<file path="src/rtl/sbm_pkg.sv">
package sbm_pkg;
   localparam int unsigned CLK_PERIOD_NS   = 50;
   // bus timing minima in ns, and the acknowledge maximum
   localparam int unsigned ADDR_SETUP_NS   = 50;
   localparam int unsigned CMD_SEP_NS      = 100;
   localparam int unsigned INIT_TO_MPRO_NS = 100;
   localparam int unsigned XACK_MAX_NS     = 8000;
   // least times round up, longest time rounds down
   localparam int unsigned ADDR_SETUP_CYC  = (ADDR_SETUP_NS + CLK_PERIOD_NS - 1) / CLK_PERIOD_NS;
   localparam int unsigned CMD_SEP_CYC     = (CMD_SEP_NS + CLK_PERIOD_NS - 1) / CLK_PERIOD_NS;
   localparam int unsigned INIT_TO_MPRO_CYC =
      (INIT_TO_MPRO_NS + CLK_PERIOD_NS - 1) / CLK_PERIOD_NS;
   localparam int unsigned XACK_TMO_CYC    = XACK_MAX_NS / CLK_PERIOD_NS;
   localparam int unsigned CNT_W           = 8;
   typedef enum logic [2:0] {
      SBM_IDLE,
      SBM_SETUP,
      SBM_CMD,
      SBM_RELEASE,
      SBM_SEP
   } sbm_state_t;
endpackage

</file>
<file path="src/rtl/sbm_host.sv">
`timescale 1ns/1ps
// bus master that drives the memory board over active-low bus pins
module sbm_host
   import sbm_pkg::*;
#(
   parameter int unsigned ADDR_W = 24,
   parameter int unsigned DATA_W = 16
) (
   input  wire logic                clock_i,
   input  wire logic                rstn_i,
   // user side
   input  wire logic                req_i,
   input  wire logic                req_write_i,
   input  wire logic [ADDR_W-1:0]   req_addr_i,
   input  wire logic [DATA_W-1:0]   req_wdata_i,
   input  wire logic                req_word_i,
   input  wire logic                pwr_down_i,
   output logic                     busy_o,
   output logic                     done_o,
   output logic                     timeout_o,
   output logic [DATA_W-1:0]        rdata_o,
   // bus side, all active low except dat_oe_o
   output logic [ADDR_W-1:0]        adr_n_o,
   output logic                     bhen_n_o,
   output logic                     mrdc_n_o,
   output logic                     mwtc_n_o,
   output logic                     init_n_o,
   output logic                     mpro_n_o,
   input  wire logic [DATA_W-1:0]   dat_n_i,
   output logic [DATA_W-1:0]        dat_n_o,
   output logic                     dat_oe_o,
   input  wire logic                xack_n_i
);
   // -------------------------------------------------------------
   // helpers
   // -------------------------------------------------------------
   // true once a cycle counter has reached its limit
   function automatic logic reached(input logic [CNT_W-1:0] count,
                                    input int unsigned      limit);
      return (count >= CNT_W'(limit));
   endfunction

   // -------------------------------------------------------------
   // bus-side decode
   // -------------------------------------------------------------
   sbm_state_t             state;
   sbm_state_t             next_state;
   logic [CNT_W-1:0]       cnt;
   logic [12:0]            tmo;
   logic                   wr;
   logic [CNT_W-1:0]       pd_cnt;
   logic                   pd_cnt_done;
   // strobes derived from the state, the counters and the inputs
   wire logic              ack_seen  = ~xack_n_i;
   wire logic              setup_end = reached(cnt, ADDR_SETUP_CYC);
   wire logic              sep_end   = reached(cnt, CMD_SEP_CYC);
   wire logic              tmo_hit   = (tmo >= 13'(XACK_TMO_CYC));
   wire logic [DATA_W-1:0] rd_word   = ~dat_n_i;
   wire logic              take      = (state == SBM_IDLE) && req_i && init_n_o;
   wire logic              cmd_on    = (state == SBM_SETUP) && setup_end;
   wire logic              cmd_off   = (state == SBM_CMD) && (ack_seen || tmo_hit);
   wire logic              bus_free  = (state == SBM_RELEASE) && !ack_seen;
   wire logic              finish    = (state == SBM_SEP) && sep_end;
   wire logic              state_chg = (next_state != state);
   wire logic              no_ack    = tmo_hit && !ack_seen;

   // next state of the transfer sequence
   always_comb begin
      next_state = state;
      unique case (state)
         SBM_IDLE:    if (take) next_state = SBM_SETUP;
         SBM_SETUP:   if (cmd_on) next_state = SBM_CMD;
         SBM_CMD:     if (cmd_off) next_state = SBM_RELEASE;
         SBM_RELEASE: if (bus_free) next_state = SBM_SEP;
         SBM_SEP:     if (finish) next_state = SBM_IDLE;
      endcase
   end

   // -------------------------------------------------------------
   // sequencer
   // -------------------------------------------------------------
   // state register
   always_ff @(posedge clock_i) begin
      if (!rstn_i) begin
         state <= SBM_IDLE;
      end else begin
         state <= next_state;
      end
   end

   // cycle counter, restarted on every change of state
   always_ff @(posedge clock_i) begin
      if (!rstn_i) begin
         cnt <= '0;
      end else begin
         cnt <= state_chg ? '0 : cnt + CNT_W'(1);
      end
   end

   // acknowledge wait counter, runs only while a command is out
   always_ff @(posedge clock_i) begin
      if (!rstn_i) begin
         tmo <= '0;
      end else begin
         tmo <= (state == SBM_CMD) ? tmo + 13'(1) : '0;
      end
   end

   // -------------------------------------------------------------
   // bus pins
   // -------------------------------------------------------------
   // address, byte enable and write data, held until the acknowledge is gone
   always_ff @(posedge clock_i) begin
      if (!rstn_i) begin
         adr_n_o  <= '1;
         bhen_n_o <= 1'b1;
         wr       <= 1'b0;
         dat_n_o  <= '1;
      end else if (take) begin
         adr_n_o  <= ~req_addr_i;
         bhen_n_o <= ~(req_word_i | req_addr_i[0]);
         wr       <= req_write_i;
         dat_n_o  <= ~req_wdata_i;
      end else if (bus_free) begin
         adr_n_o  <= '1;
         bhen_n_o <= 1'b1;
      end
   end

   // data drivers on for writes only
   always_ff @(posedge clock_i) begin
      if (!rstn_i) begin
         dat_oe_o <= 1'b0;
      end else if (take) begin
         dat_oe_o <= req_write_i;
      end else if (bus_free) begin
         dat_oe_o <= 1'b0;
      end
   end

   // command strobes; read data is taken before the strobe rises
   always_ff @(posedge clock_i) begin
      if (!rstn_i) begin
         mrdc_n_o <= 1'b1;
         mwtc_n_o <= 1'b1;
      end else if (cmd_on) begin
         mrdc_n_o <= wr;
         mwtc_n_o <= ~wr;
      end else if (cmd_off) begin
         mrdc_n_o <= 1'b1;
         mwtc_n_o <= 1'b1;
      end
   end

   // -------------------------------------------------------------
   // user status
   // -------------------------------------------------------------
   // busy from accept to done, done for one cycle
   always_ff @(posedge clock_i) begin
      if (!rstn_i) begin
         busy_o <= 1'b0;
         done_o <= 1'b0;
      end else begin
         done_o <= finish;
         if (take) begin
            busy_o <= 1'b1;
         end else if (finish) begin
            busy_o <= 1'b0;
         end
      end
   end

   // timeout flag, cleared on the next accept
   always_ff @(posedge clock_i) begin
      if (!rstn_i) begin
         timeout_o <= 1'b0;
      end else if (take) begin
         timeout_o <= 1'b0;
      end else if (cmd_off) begin
         timeout_o <= no_ack;
      end
   end

   // read data kept until the next read completes
   always_ff @(posedge clock_i) begin
      if (!rstn_i) begin
         rdata_o <= '0;
      end else if (cmd_off && !wr) begin
         rdata_o <= rd_word;
      end
   end

   // -------------------------------------------------------------
   // power-down sequencing
   // -------------------------------------------------------------
   // initialise first, memory protect only after the lead time
   assign pd_cnt_done = reached(pd_cnt, INIT_TO_MPRO_CYC);
   always_ff @(posedge clock_i) begin
      if (!rstn_i) begin
         init_n_o <= 1'b1;
         mpro_n_o <= 1'b1;
      end else if (pwr_down_i) begin
         init_n_o <= 1'b0;
         if (pd_cnt_done) mpro_n_o <= 1'b0;
      end else begin
         // both lines let go together when power returns
         init_n_o <= 1'b1;
         mpro_n_o <= 1'b1;
      end
   end

   // lead-time counter, starts once initialise is out
   always_ff @(posedge clock_i) begin
      if (!rstn_i) begin
         pd_cnt <= '0;
      end else if (pwr_down_i && !init_n_o && !pd_cnt_done) begin
         pd_cnt <= pd_cnt + CNT_W'(1);
      end else if (!pwr_down_i) begin
         pd_cnt <= '0;
      end
   end
endmodule

</file>
<file path="config.mk">
export PLATFORM = sky130hd
export DESIGN_NAME = sbm_host
export DESIGN_NICKNAME = d
export VERILOG_FILES = /design/src/rtl/sbm_pkg.sv /design/src/rtl/sbm_host.sv
export SDC_FILE = /design/constraint.sdc
export NUM_CORES = 1
export LEC_CHECK = 0
export BUFFER_PORTS_ARGS = -buffer_cell sky130_fd_sc_hd__buf_2
export CORE_ASPECT_RATIO = 1.75
export CORE_MARGIN = 1
export CORE_UTILIZATION = 54
export DETAILED_ROUTE_END_ITERATION = 16
export PLACE_DENSITY = 0.95
export SLEW_MARGIN = 15
export SYNTH_ARGS = -nofsm -noshare
export SYNTH_HDL_FRONTEND = slang
export SYNTH_SLANG_ARGS = --single-unit
</file>
<file path="constraint.sdc">
create_clock -name clock_i -period 2.8 [get_ports clock_i]
set_input_delay 0.84 -clock clock_i [delete_from_list [all_inputs] [get_ports clock_i]]
set_output_delay 0.84 -clock clock_i [all_outputs]
set_load 0.01 [all_outputs]
</file>
* Word level (Yosys, flattened, before mapping)
Index checks and enable logic that the tools add are counted.
Operators by class: multiplexer cells 20, reductions and logical operators 22, eq/ne operators 6, $add $sub $neg 3, bitwise operators 8, order comparisons 4
Operators by type and width (count):
- $mux W24 | 2
- $not A16 Y16 | 2
- $not A24 Y24 | 1
- $add A8 B1 Y8 const B | 2
- $ge A8 B2 Y1 const B | 2
- $mux W8 | 2
- $mux W3 | 5
- $pmux W3 S5 | 1
- $add A13 B1 Y13 const B | 1
- $ge A13 B8 Y1 const B | 1
- $logic_and A1 B1 Y1 | 10
- $mux W1 | 10
- $ge A8 B1 Y1 const B | 1
- $eq A3 B2 Y1 const B | 2
- $reduce_bool A2 Y1 | 3
- $not A1 Y1 | 4
- $reduce_and A2 Y1 | 2
- $reduce_or A2 Y1 | 2
- $eq A3 B1 Y1 const B | 1
- $eq A3 B3 Y1 const B | 1
- $logic_not A1 Y1 | 3
- $logic_not A3 Y1 | 1
- $ne A3 B3 Y1 | 1
- $ne A2 B1 Y1 const B | 1
- other kinds (2) | 2
Word-level totals: logic and storage cells 80, output and inout port bits 65, bits of input ports 63, flip-flop bits (word level) 98

* Logic depth before layout (Yosys ltp)
Gate-level depths: netlist (run 1).
word-level depth 7, gate-level depth with buffers 7, depth with buffers taken out 6

* Worst setup path before layout (run 1)
No wires, ideal clock.
kind input -> register, start input port req_i, end register adr_n_o[10], data required time 2671 ps, library setup time 129 ps, slack 685 ps, buffers on the path 1, arrival 1986 ps, cell stages on the path 5, cell sequence nand2_1 > nor4_1 > clkbuf_1 > o2bb2ai_1 > nand2_1
On the way: longest elaborated chain between the ends 3, elaborated cells between the ends (all ways) 4, those cells by class mux: 1; reduce/logical: 3
RTL lines:
- start: declaration | RTL line sbm_host.sv:12 | input wire logic req_i,
- $logic_and A1 B1 Y1 * (2 in series) | RTL line sbm_host.sv:59 | wire logic take = (state == SBM_IDLE) && req_i && init_n_o;
- $mux W24 or $reduce_bool A2 Y1 (tied branches)
- end signal: assignment | RTL line sbm_host.sv:120 | adr_n_o <= ~req_addr_i;
- end: declaration | RTL line sbm_host.sv:23 | output logic [ADDR_W-1:0] adr_n_o,
Every way passes the cells marked *; elsewhere a longest branch is shown, timed or not. A chain may end at the register's enable or synchronous reset.

* Worst setup path in the final report (run 1)
start register state[1], end register rdata_o[10]
On the way: longest elaborated chain between the ends 3
RTL lines:
- start: declaration | RTL line sbm_host.sv:46 | sbm_state_t state;
- start signal: assignment | RTL line sbm_host.sv:87 | state <= next_state;
- $eq A3 B2 Y1 | RTL line sbm_host.sv:61 | wire logic cmd_off = (state == SBM_CMD) && (ack_seen || tmo_hit);
- $logic_and A1 B1 Y1 | RTL line sbm_host.sv:61
- $logic_and A1 B1 Y1 | RTL line sbm_host.sv:188 | end else if (cmd_off && !wr) begin
- end signal: assignment | RTL line sbm_host.sv:189 | rdata_o <= rd_word;
- end: declaration | RTL line sbm_host.sv:21 | output logic [DATA_W-1:0] rdata_o,
Every way passes these cells.

==> results of run 1 <==
-- cell families (layout without fill, tap and decap cells) --
logic type	after synthesis	in the layout
compound gates	94	94
simple gates	146	146
flops	98	98
xor+xnor	19	19
fa+ha+maj	8	8
buf+inv	37	155
-- state kept, by name (all words and copies together) (netlist names) --
signal     flops
tmo           13
cnt            8
state          3
dat_oe_o       1
wr             1
pd_cnt         8
mrdc_n_o       1
init_n_o       1
done_o         1
dat_n_o       16
adr_n_o       24
mpro_n_o       1
rdata_o       16
busy_o         1
timeout_o      1
mwtc_n_o       1
bhen_n_o       1
-- power breakdown --
| group | switching, W | internal (W) | leakage, nW |
|---|---|---|---|
| logic | 0.000596 | 0.000444 | 1.12 |
| clock network | 0.000469 | 0.000727 | 0.147 |
| registers | 0.000172 | 0.00159 | 0.800 |
| total | 0.00124 | 0.00276 | 2.07 |
-- synth_stat cells (7+ instances only) --
cell,count
a21oi_1,8
dfxtp_1,98
nand2b_1,18
nand3_1,11
xor2_1,7
o221a_1,16
ha_1,8
clkbuf_1,24
inv_1,9
o2bb2ai_1,24
a211oi_1,9
and3_1,8
xnor2_1,12
o211ai_1,16
nor2_1,20
nand2_1,53
-- per-layer routing --
metal  vias up  part of all wire (%)  global-route usage, %
met5         -                     0                      0
met4         0                   2.8                  13.90
met3        24                   5.3                  5.853
met2       109                    54                  45.37
met1      1591                    38                  24.84
li1       1676                     -                      -
-- worst max-delay path, cell delays in order (launching register included) --
cell and delay (ps):
dfxtp_1 620, nand2b_1 160, or2_1 300, nor3_2 790, o221a_1 320
-- worst max path at each step --
stage,endpoint,startpoint
2_1_floorplan,adr_n_o[10]$_SDFFE_PN1P_,req_i
3_3_place_gp,rdata_o[13]$_SDFFE_PN0P_,xack_n_i
3_5_place_dp,rdata_o[15]$_SDFFE_PN0P_,xack_n_i
4_1_cts,rdata_o[10]$_SDFFE_PN0P_,state[1]$_SDFF_PN0_
5_1_grt,rdata_o[10]$_SDFFE_PN0P_,state[1]$_SDFF_PN0_
6_report,rdata_o[10]$_SDFFE_PN0P_,state[1]$_SDFF_PN0_
-- through the flow --
step | util (%) | setup WS, ps | hold slack, ps | cells | instance area, um2
4_1_cts | 70.56 | 553.9 | 458.8 | 604 | 4908
2_1_floorplan | - | 684.6 | 428.1 | 402 | 3921
3_3_place_gp | 66.35 | 594.0 | 435.4 | 590 | 4616
5_1_grt | 70.56 | 343.3 | 480.6 | 604 | 4908
6_report | 70.56 | 542.9 | 458.0 | 604 | 4908
3_5_place_dp | 66.35 | 493.7 | 442.3 | 590 | 4616
-- cell type report --
cell class / instances / area share [%]
flip-flops and latches: 98 / 39.97
multi-input cells: 267 / 37.27
repair buffers: 132 / 13.97
clock buffers: 11 / 5.149
well taps: 84 / 2.141
clock inverters: 3 / 0.8157
inverters: 9 / 0.6882
==> out/metrics.cfg, run 1 <==
[detailed_routing]
drt_iter0_drc = 190
drtAntennaViolNets = 0
dr.pass1.iters = 4
viasPerCell = 5.629
wirelength_mm = 9.031
drc_errors = 0
route.vias.total = 3400
routedWlPerCell_um = 14.95

[global_route]
grt_max_degree = 76
grt_util_all_layers_pct = 24.79
grt_pass1_vias = 3290
antenna_found_initial = 0
grt_overflow = 0
grt_pass1_wl_mm = 14.37

[worst_hold_path]
worstHoldEndpoint = adr_n_o[14]$_SDFFE_PN1P_
hp-class = flip-flop to flip-flop
hp-start = adr_n_o[14]$_SDFFE_PN1P_
hold_path_depth = 2

[sta]
tightest_slew_ps = 968.7
finalSetupViolations = 0
hold_violations = 0
fmax_mhz = 443.0
fin_worst_skew_ps = 4.017
final.setup.tns_ps = 0
max_slew_margin_pct = 35.07
rsz0062_at_grt = no
min_period_over_period_pct = 80.61
period_minus_slack_ps = 2257
slew_viol_final = 0

[cells_and_area]
multi_input_area_um2 = 1829
final_common_cell = buf_2
fillerInstances = 506
area_growth_syn_to_layout_pct = 25.18
layout_common_cells = buf_2 (127), dfxtp_1 (98), nand2_1 (53)
drive_gt1_share_pct = 29.81
regArea_um2 = 1962
fin_nets = 588
diodes = 0

[synth]
synth_xor_area_share_pct = 4.244
synth_compound_area_share_pct = 20.52
syn_area_per_cell_um2 = 9.754
synth.area.mux_share_pct = 0
synth_fp_nets = 473
ys_seq_elements = 98
synthCells = 402
synthesis.area_um2 = 3921
synthTopCellsByArea = dfxtp_1 (50%), o2bb2ai_1 (5.4%), nand2_1 (5.1%)
synth_edf_count = 0
synth_simple_gate_area_share_pct = 18.86
synth_top_family_by_area = compound AO/OA/AOI/OAI gates
ys_seq_area_share_pct = 50.03
ys_warn_count = 0
synth-adder-area-share_pct = 2.553
yosysTopAreaCellShare_pct = 50.03
yosysTopAreaCell = dfxtp_1
ys.flop_type = dfxtp_1
synth_cell_types = 47
synthArstFlopShare_pct = 0

[pwr]
p_per_area_nw_per_um2 = 815.0
peakVddDrop_uv = 558.4
finalPower_w = 0.004000
leakagePower_nw = 2.072

[die]
core_um2 = 6957
rows = 40
start_util_pct = 56.37
pin_count = 128
dieArea_um2 = 7620
chipHeight_um = 114.7
die_x_um = 66.42

[critical_path]
r2r_cells = 4
rrSetupSlack_ps = 540
timing.rr.start = state[1]$_SDFF_PN0_
crit_fanout = 16
path_class = flip-flop to flip-flop
worstPathArrival_ps = 2530
startpoint_type = flip-flop
cp-end-kind = flip-flop
worstReg2RegEnd = rdata_o[10]$_SDFFE_PN0P_
worst_ep_required_time_ps = 3070

[clock_tree]
clk_latency_ps = 340
cts.sinks = 98
ctsLongestPathBuffers = 2
root_buffer = clkbuf_16
cts_setup_buffers = 0
cts_max_level = 3
clkSlewWorstSetupHoldPaths_ps = 60
ctsResizeCount = 0
hold_buffers = 0
cts_buffers = 9
tritoncts = built

[placement]
place.gp.congestion = 0.8940
dp_hpwl_mm = 6.473
io_buffers = 127

[run_status]
run_status = finished clean

[job]
cap_violations = 0

(Power assumes the default switching activity.)
==> run 2: changes to the inputs <==
CORE_UTILIZATION = 50   (was 54)
PLACE_DENSITY = 0.9   (was 0.95)
clock period = 2.3 ns   (was 2.8 ns; I/O delays follow)
==> out/metrics.cfg, run 2 (synthesis gave the netlist of run 1 again) <==
[detailed_routing]
route.vias.total = 3423  ; +0.68%
drc_errors = 0  ; unchanged
dr.pass1.iters = 4  ; unchanged
wirelength_mm = 9.049  ; +0.20%
routedWlPerCell_um = 14.76  ; -1.3%
viasPerCell = 5.584  ; -0.80%
drt_iter0_drc = 160  ; -16%
drtAntennaViolNets = 0  ; unchanged

[placement]
place.gp.congestion = 0.8234  ; -7.9%
io_buffers = 127  ; unchanged
place_ws_ps = 148.3  ; -345.4 ps
dp_hpwl_mm = 6.590  ; +1.8%
dpl-instance-area_um2 = 4651  ; +0.76%

[worst_hold_path]
hold_path_depth = 1  ; -1
hp-class = flip-flop to flip-flop
worstHoldEndpoint = mpro_n_o$_SDFFE_PN1P_
hp-start = mpro_n_o$_SDFFE_PN1P_

[sta]
min_period_over_period_pct = 91.10  ; +10 points
hold_violations = 0  ; unchanged
fmax_mhz = 477.3  ; +7.7%
max_slew_margin_pct = 37.57  ; +2.5 points
slew_viol_final = 0  ; unchanged
finalSetupViolations = 0  ; unchanged
tightest_slew_ps = 931.3  ; -37.33 ps
final.setup.tns_ps = 0  ; unchanged
period_minus_slack_ps = 2095  ; -161.9 ps
rsz0062_at_grt = no
fin_ws_ps = 204.8  ; -338.1 ps
fin_worst_skew_ps = 4.919  ; +0.9016 ps

[global_route]
grt_pass1_wl_mm = 14.67  ; +2.1%
grt_pass1_vias = 3418  ; +3.9%
grt_util_all_layers_pct = 23.55  ; -1.2 points
antenna_found_initial = 0  ; unchanged
grt_overflow = 0  ; unchanged
grt_max_degree = 76  ; unchanged

[critical_path]
worstPathArrival_ps = 2290  ; -240 ps
path_class = flip-flop to flip-flop
startpoint_type = flip-flop
worst_ep_required_time_ps = 2490  ; -580 ps
timing.rr.start = cnt[6]$_SDFF_PP0_
rrSetupSlack_ps = 200  ; -340 ps
worstReg2RegEnd = cnt[6]$_SDFF_PP0_
r2r_cells = 4  ; unchanged
crit_fanout = 9  ; -7
cp-end-kind = flip-flop

[cells_and_area]
fin_nets = 592  ; +0.68%
drive_gt1_share_pct = 29.90  ; +0.097 points
area_growth_syn_to_layout_pct = 25.08  ; about the same
largest_register_ffs = 24  ; unchanged
fillerInstances = 600  ; +19%
top_register = adr_n_o
diodes = 0  ; unchanged
reg_top3 = adr_n_o: 24 flops, dat_n_o: 16 flops, rdata_o: 16 flops
final_common_cell = buf_2
design_area_um2 = 4905  ; about the same
layout_common_cells = buf_2 (127), dfxtp_1 (98), nand2_1 (53)

[die]
dieArea_um2 = 8215  ; +7.8%
core_um2 = 7567  ; +8.8%
rows = 42  ; +5.0%
chipHeight_um = 119.2  ; +3.9%
die_x_um = 68.95  ; +3.8%
start_util_pct = 51.82  ; -4.5 points
pin_count = 128  ; unchanged

[clock_tree]
tritoncts = built
ctsLongestPathBuffers = 2  ; unchanged
clkSlewWorstSetupHoldPaths_ps = 60  ; about the same
cts_max_level = 3  ; unchanged
cts_buffers = 9  ; unchanged
root_buffer = clkbuf_16
clk_latency_ps = 330  ; about the same
ctsResizeCount = 0  ; unchanged
hold_buffers = 0  ; unchanged
cts_setup_buffers = 0  ; unchanged
cts.sinks = 98  ; unchanged

[run_status]
run_status = finished clean

[pwr]
finalPower_w = 0.004734  ; +18%
peakVddDrop_uv = 747.2  ; +34%
p_per_area_nw_per_um2 = 965.2  ; +18%
leakagePower_nw = 2.068  ; -0.19%

[job]
cap_violations = 0  ; unchanged

[run 2: cell count changes in the layout (fill, tap and decap cells not counted)]
cell and delta:
bufinv_16 -1, clkbuf_1 +3, buf_4 +4, clkinvlp_4 +1, clkbuf_8 -2
[run 2: routing by layer]
layer	wire, um	part of all wire (%)	GRT usage [%]	vias to the layer above
met5	0	0	0	-
met4	237	2.6	11.35	0
met1	3416	38	24.13	1604
met3	491	5.4	5.939	19
met2	4903	54	41.87	114
li1	-	-	-	1686
[run 2: layout make-up]
cell class | count | area [um2] | share of cell area (%)
Clock buffer | 12 | 236.5 | 4.821
Clock inverter | 3 | 17.52 | 0.3571
Inverter | 9 | 33.78 | 0.6888
Multi-Input combinational cell | 267 | 1829 | 37.30
Sequential cell | 98 | 1962 | 40.00
Tap cell | 88 | 110.1 | 2.245
Timing Repair Buffer | 136 | 715.7 | 14.59
[run 2: worst max path at each step]
stage	from	endpoint	depth (start not counted)
floorplan	req_i	adr_n_o[10]$_SDFFE_PN1P_	5
global placement	xack_n_i	rdata_o[1]$_SDFFE_PN0P_	5
detailed placement	xack_n_i	rdata_o[15]$_SDFFE_PN0P_	5
CTS	cnt[6]$_SDFF_PP0_	cnt[3]$_SDFF_PP0_	4
global route	cnt[6]$_SDFF_PP0_	cnt[3]$_SDFF_PP0_	4
finish	cnt[6]$_SDFF_PP0_	cnt[6]$_SDFF_PP0_	4
[run 2: worst max-delay path, stage by stage, from the launching register on]
cell,delay (ps)
dfxtp_1,340
or4_4,540
o41a_4,480
o32ai_4,450
a211oi_1,140
[run 2: power breakdown]
group          internal (W)  switching [W]
Sequential          0.00194       0.000161
Combinational      0.000559       0.000764
Clock              0.000724       0.000588
[run 2: per-stage QoR]
step                      hold WS (ps)  utilization (%)  instances
after floorplan                  428.1                -        402
after global placement           437.0            61.46        598
after detailed placement         439.7            61.46        598
after CTS                        458.9            64.81        613
after global routing             481.1            64.81        613
final                            452.6            64.81        613
==> run 3: changes to the inputs <==
CORE_UTILIZATION = 30   (was 50)
MAX_ROUTING_LAYER = met4   (was unset)
PLACE_DENSITY = 0.63   (was 0.9)
==> out/metrics.cfg, run 3 (synthesis gave the netlist of run 1 again) <==
[pwr]
finalPower_w = 0.004968  ; +4.9%
p_per_area_nw_per_um2 = 978.2  ; +1.4%
leakagePower_nw = 2.104  ; +1.8%
peakVddDrop_uv = 395.7  ; -47%

[detailed_routing]
drt_iter0_drc = 146  ; -8.8%
drc_errors = 0  ; unchanged
routedWlPerCell_um = 13.29  ; -10%
drtAntennaViolNets = 0  ; unchanged
route.vias.total = 3384  ; -1.1%
dr.pass1.iters = 4  ; unchanged
wirelength_mm = 9.221  ; +1.9%
viasPerCell = 4.876  ; -13%

[global_route]
grt_max_degree = 76  ; unchanged
grt_overflow = 0  ; unchanged
grt_pass1_wl_mm = 15.25  ; +4.0%
grt_util_all_layers_pct = 14.68  ; -8.9 points
antenna_found_initial = 0  ; unchanged
grt_pass1_vias = 3334  ; -2.5%

[die]
start_util_pct = 31.04  ; -21 points
pin_count = 128  ; unchanged
rows = 54  ; +29%
chipHeight_um = 153.2  ; +29%
core_um2 = 12630  ; +67%
dieArea_um2 = 13550  ; +65%
die_x_um = 88.43  ; +28%

[clock_tree]
ctsLongestPathBuffers = 2  ; unchanged
clk_latency_ps = 340  ; about the same
clkSlewWorstSetupHoldPaths_ps = 70  ; about the same
cts.sinks = 98  ; unchanged
tritoncts = built
cts_buffers = 9  ; unchanged
cts_max_level = 3  ; unchanged
root_buffer = clkbuf_16
cts_setup_buffers = 0  ; unchanged
hold_buffers = 0  ; unchanged
ctsResizeCount = 0  ; unchanged

[sta]
fin_worst_skew_ps = 8.890  ; +3.971 ps
final.setup.tns_ps = 0  ; unchanged
period_minus_slack_ps = 2145  ; +50.26 ps
hold_violations = 0  ; unchanged
slew_viol_final = 0  ; unchanged
max_slew_margin_pct = 30.98  ; -6.6 points
finalSetupViolations = 0  ; unchanged
fmax_mhz = 466.1  ; -2.3%
min_period_over_period_pct = 93.28  ; +2.2 points
rsz0062_at_grt = no
tightest_slew_ps = 1030  ; +98.31 ps

[cells_and_area]
multi_input_area_um2 = 1829  ; unchanged
layout_common_cells = buf_2 (127), dfxtp_1 (98), nand2_1 (53)
area_growth_syn_to_layout_pct = 29.51
final_core_util_pct = 40.20  ; -25 points
final_common_cell = buf_2
top_register = adr_n_o
reg_top3 = adr_n_o: 24 flops, dat_n_o: 16 flops, rdata_o: 16 flops
fin_nets = 592  ; unchanged
drive_gt1_share_pct = 30.42  ; +0.51 points
regArea_um2 = 1962  ; unchanged
fillerInstances = 1268  ; +110%
largest_register_ffs = 24  ; unchanged
diodes = 0  ; unchanged

[critical_path]
crit_fanout = 16  ; +7
path_cells = nand2b_1 > or2_1 > nor3_2 > o221a_1
worst_ep_required_time_ps = 2570  ; +80 ps
cp_slowest_cell = nor3_2
worstReg2RegEnd = rdata_o[0]$_SDFFE_PN0P_
cp-end-kind = flip-flop
path_class = flip-flop to flip-flop
cpPeakStageDelay_ps = 840  ; +300 ps
timing.rr.start = state[2]$_SDFF_PN0_
rrSetupSlack_ps = 150  ; -50 ps
worstPathArrival_ps = 2420  ; +130 ps
r2r_cells = 4  ; unchanged
startpoint_type = flip-flop

[worst_hold_path]
hp-class = flip-flop to flip-flop
hp-start = adr_n_o[2]$_SDFFE_PN1P_
worstHoldEndpoint = adr_n_o[2]$_SDFFE_PN1P_
hold_path_depth = 2  ; +1

[run_status]
run_status = finished clean

[placement]
place.gp.congestion = 0.7603  ; -7.7%
dp_hpwl_mm = 6.878  ; +4.4%
io_buffers = 127  ; unchanged

[job]
cap_violations = 0  ; unchanged

[run 3: cell count changes in the layout (fill, tap and decap cells not counted), sizes merged]
cell	change
inv	+1
clkinvlp	-1
bufinv	+1
[run 3: worst max-delay path by stage]
stage / start / endpoint / slack [ps]
6_report: state[2]$_SDFF_PN0_ / rdata_o[0]$_SDFFE_PN0P_ / 150
5_1_grt: state[2]$_SDFF_PN0_ / rdata_o[4]$_SDFFE_PN0P_ / 50
4_1_cts: state[2]$_SDFF_PN0_ / rdata_o[2]$_SDFFE_PN0P_ / 130
3_5_place_dp: xack_n_i / rdata_o[2]$_SDFFE_PN0P_ / 80
3_3_place_gp: xack_n_i / rdata_o[0]$_SDFFE_PN0P_ / 140
2_1_floorplan: req_i / adr_n_o[10]$_SDFFE_PN1P_ / 330
[run 3: report_power, final]
group | leakage [nW] | switching [W] | internal (W)
clock | 0.155 | 0.000631 | 0.000914
sequential | 0.800 | 0.000175 | 0.00194
combinational | 1.15 | 0.000740 | 0.000570
total | 2.10 | 0.00155 | 0.00342
[run 3: metrics by stage]
stage | hold WS [ps] | area (um2) | worst slack [ps] | cells
global route | 491.9 | 5079 | 45.51 | 694
finish | 461.5 | 5079 | 154.5 | 694
detailed placement | 445.4 | 4763 | 81.11 | 678
floorplan | 428.1 | 3921 | 334.6 | 402
CTS | 462.0 | 5079 | 131.3 | 694
global placement | 442.7 | 4763 | 138.1 | 678
[run 3: cell type report]
class / count / share of cell area [%]
well taps: 168 / 4.139
repair buffers: 136 / 14.34
flip-flops and latches: 98 / 38.63
inverters: 9 / 0.6652
clock inverters: 4 / 1.158
clock buffers: 12 / 5.051
multi-input cells: 267 / 36.02
[run 3: worst max-delay path: cells and delay by family, from the launching register on]
family	cells	cell delay [ps]
simple gates	3	1350
flops	1	420
compound gates	1	310
[run 3: per-layer routing]
layer / track usage, % / part of all wire (%)
met1: 15.74 / 40
met2: 25.42 / 54
met3: 2.592 / 3.1
met4: 6.912 / 2.8
met5: - / 0
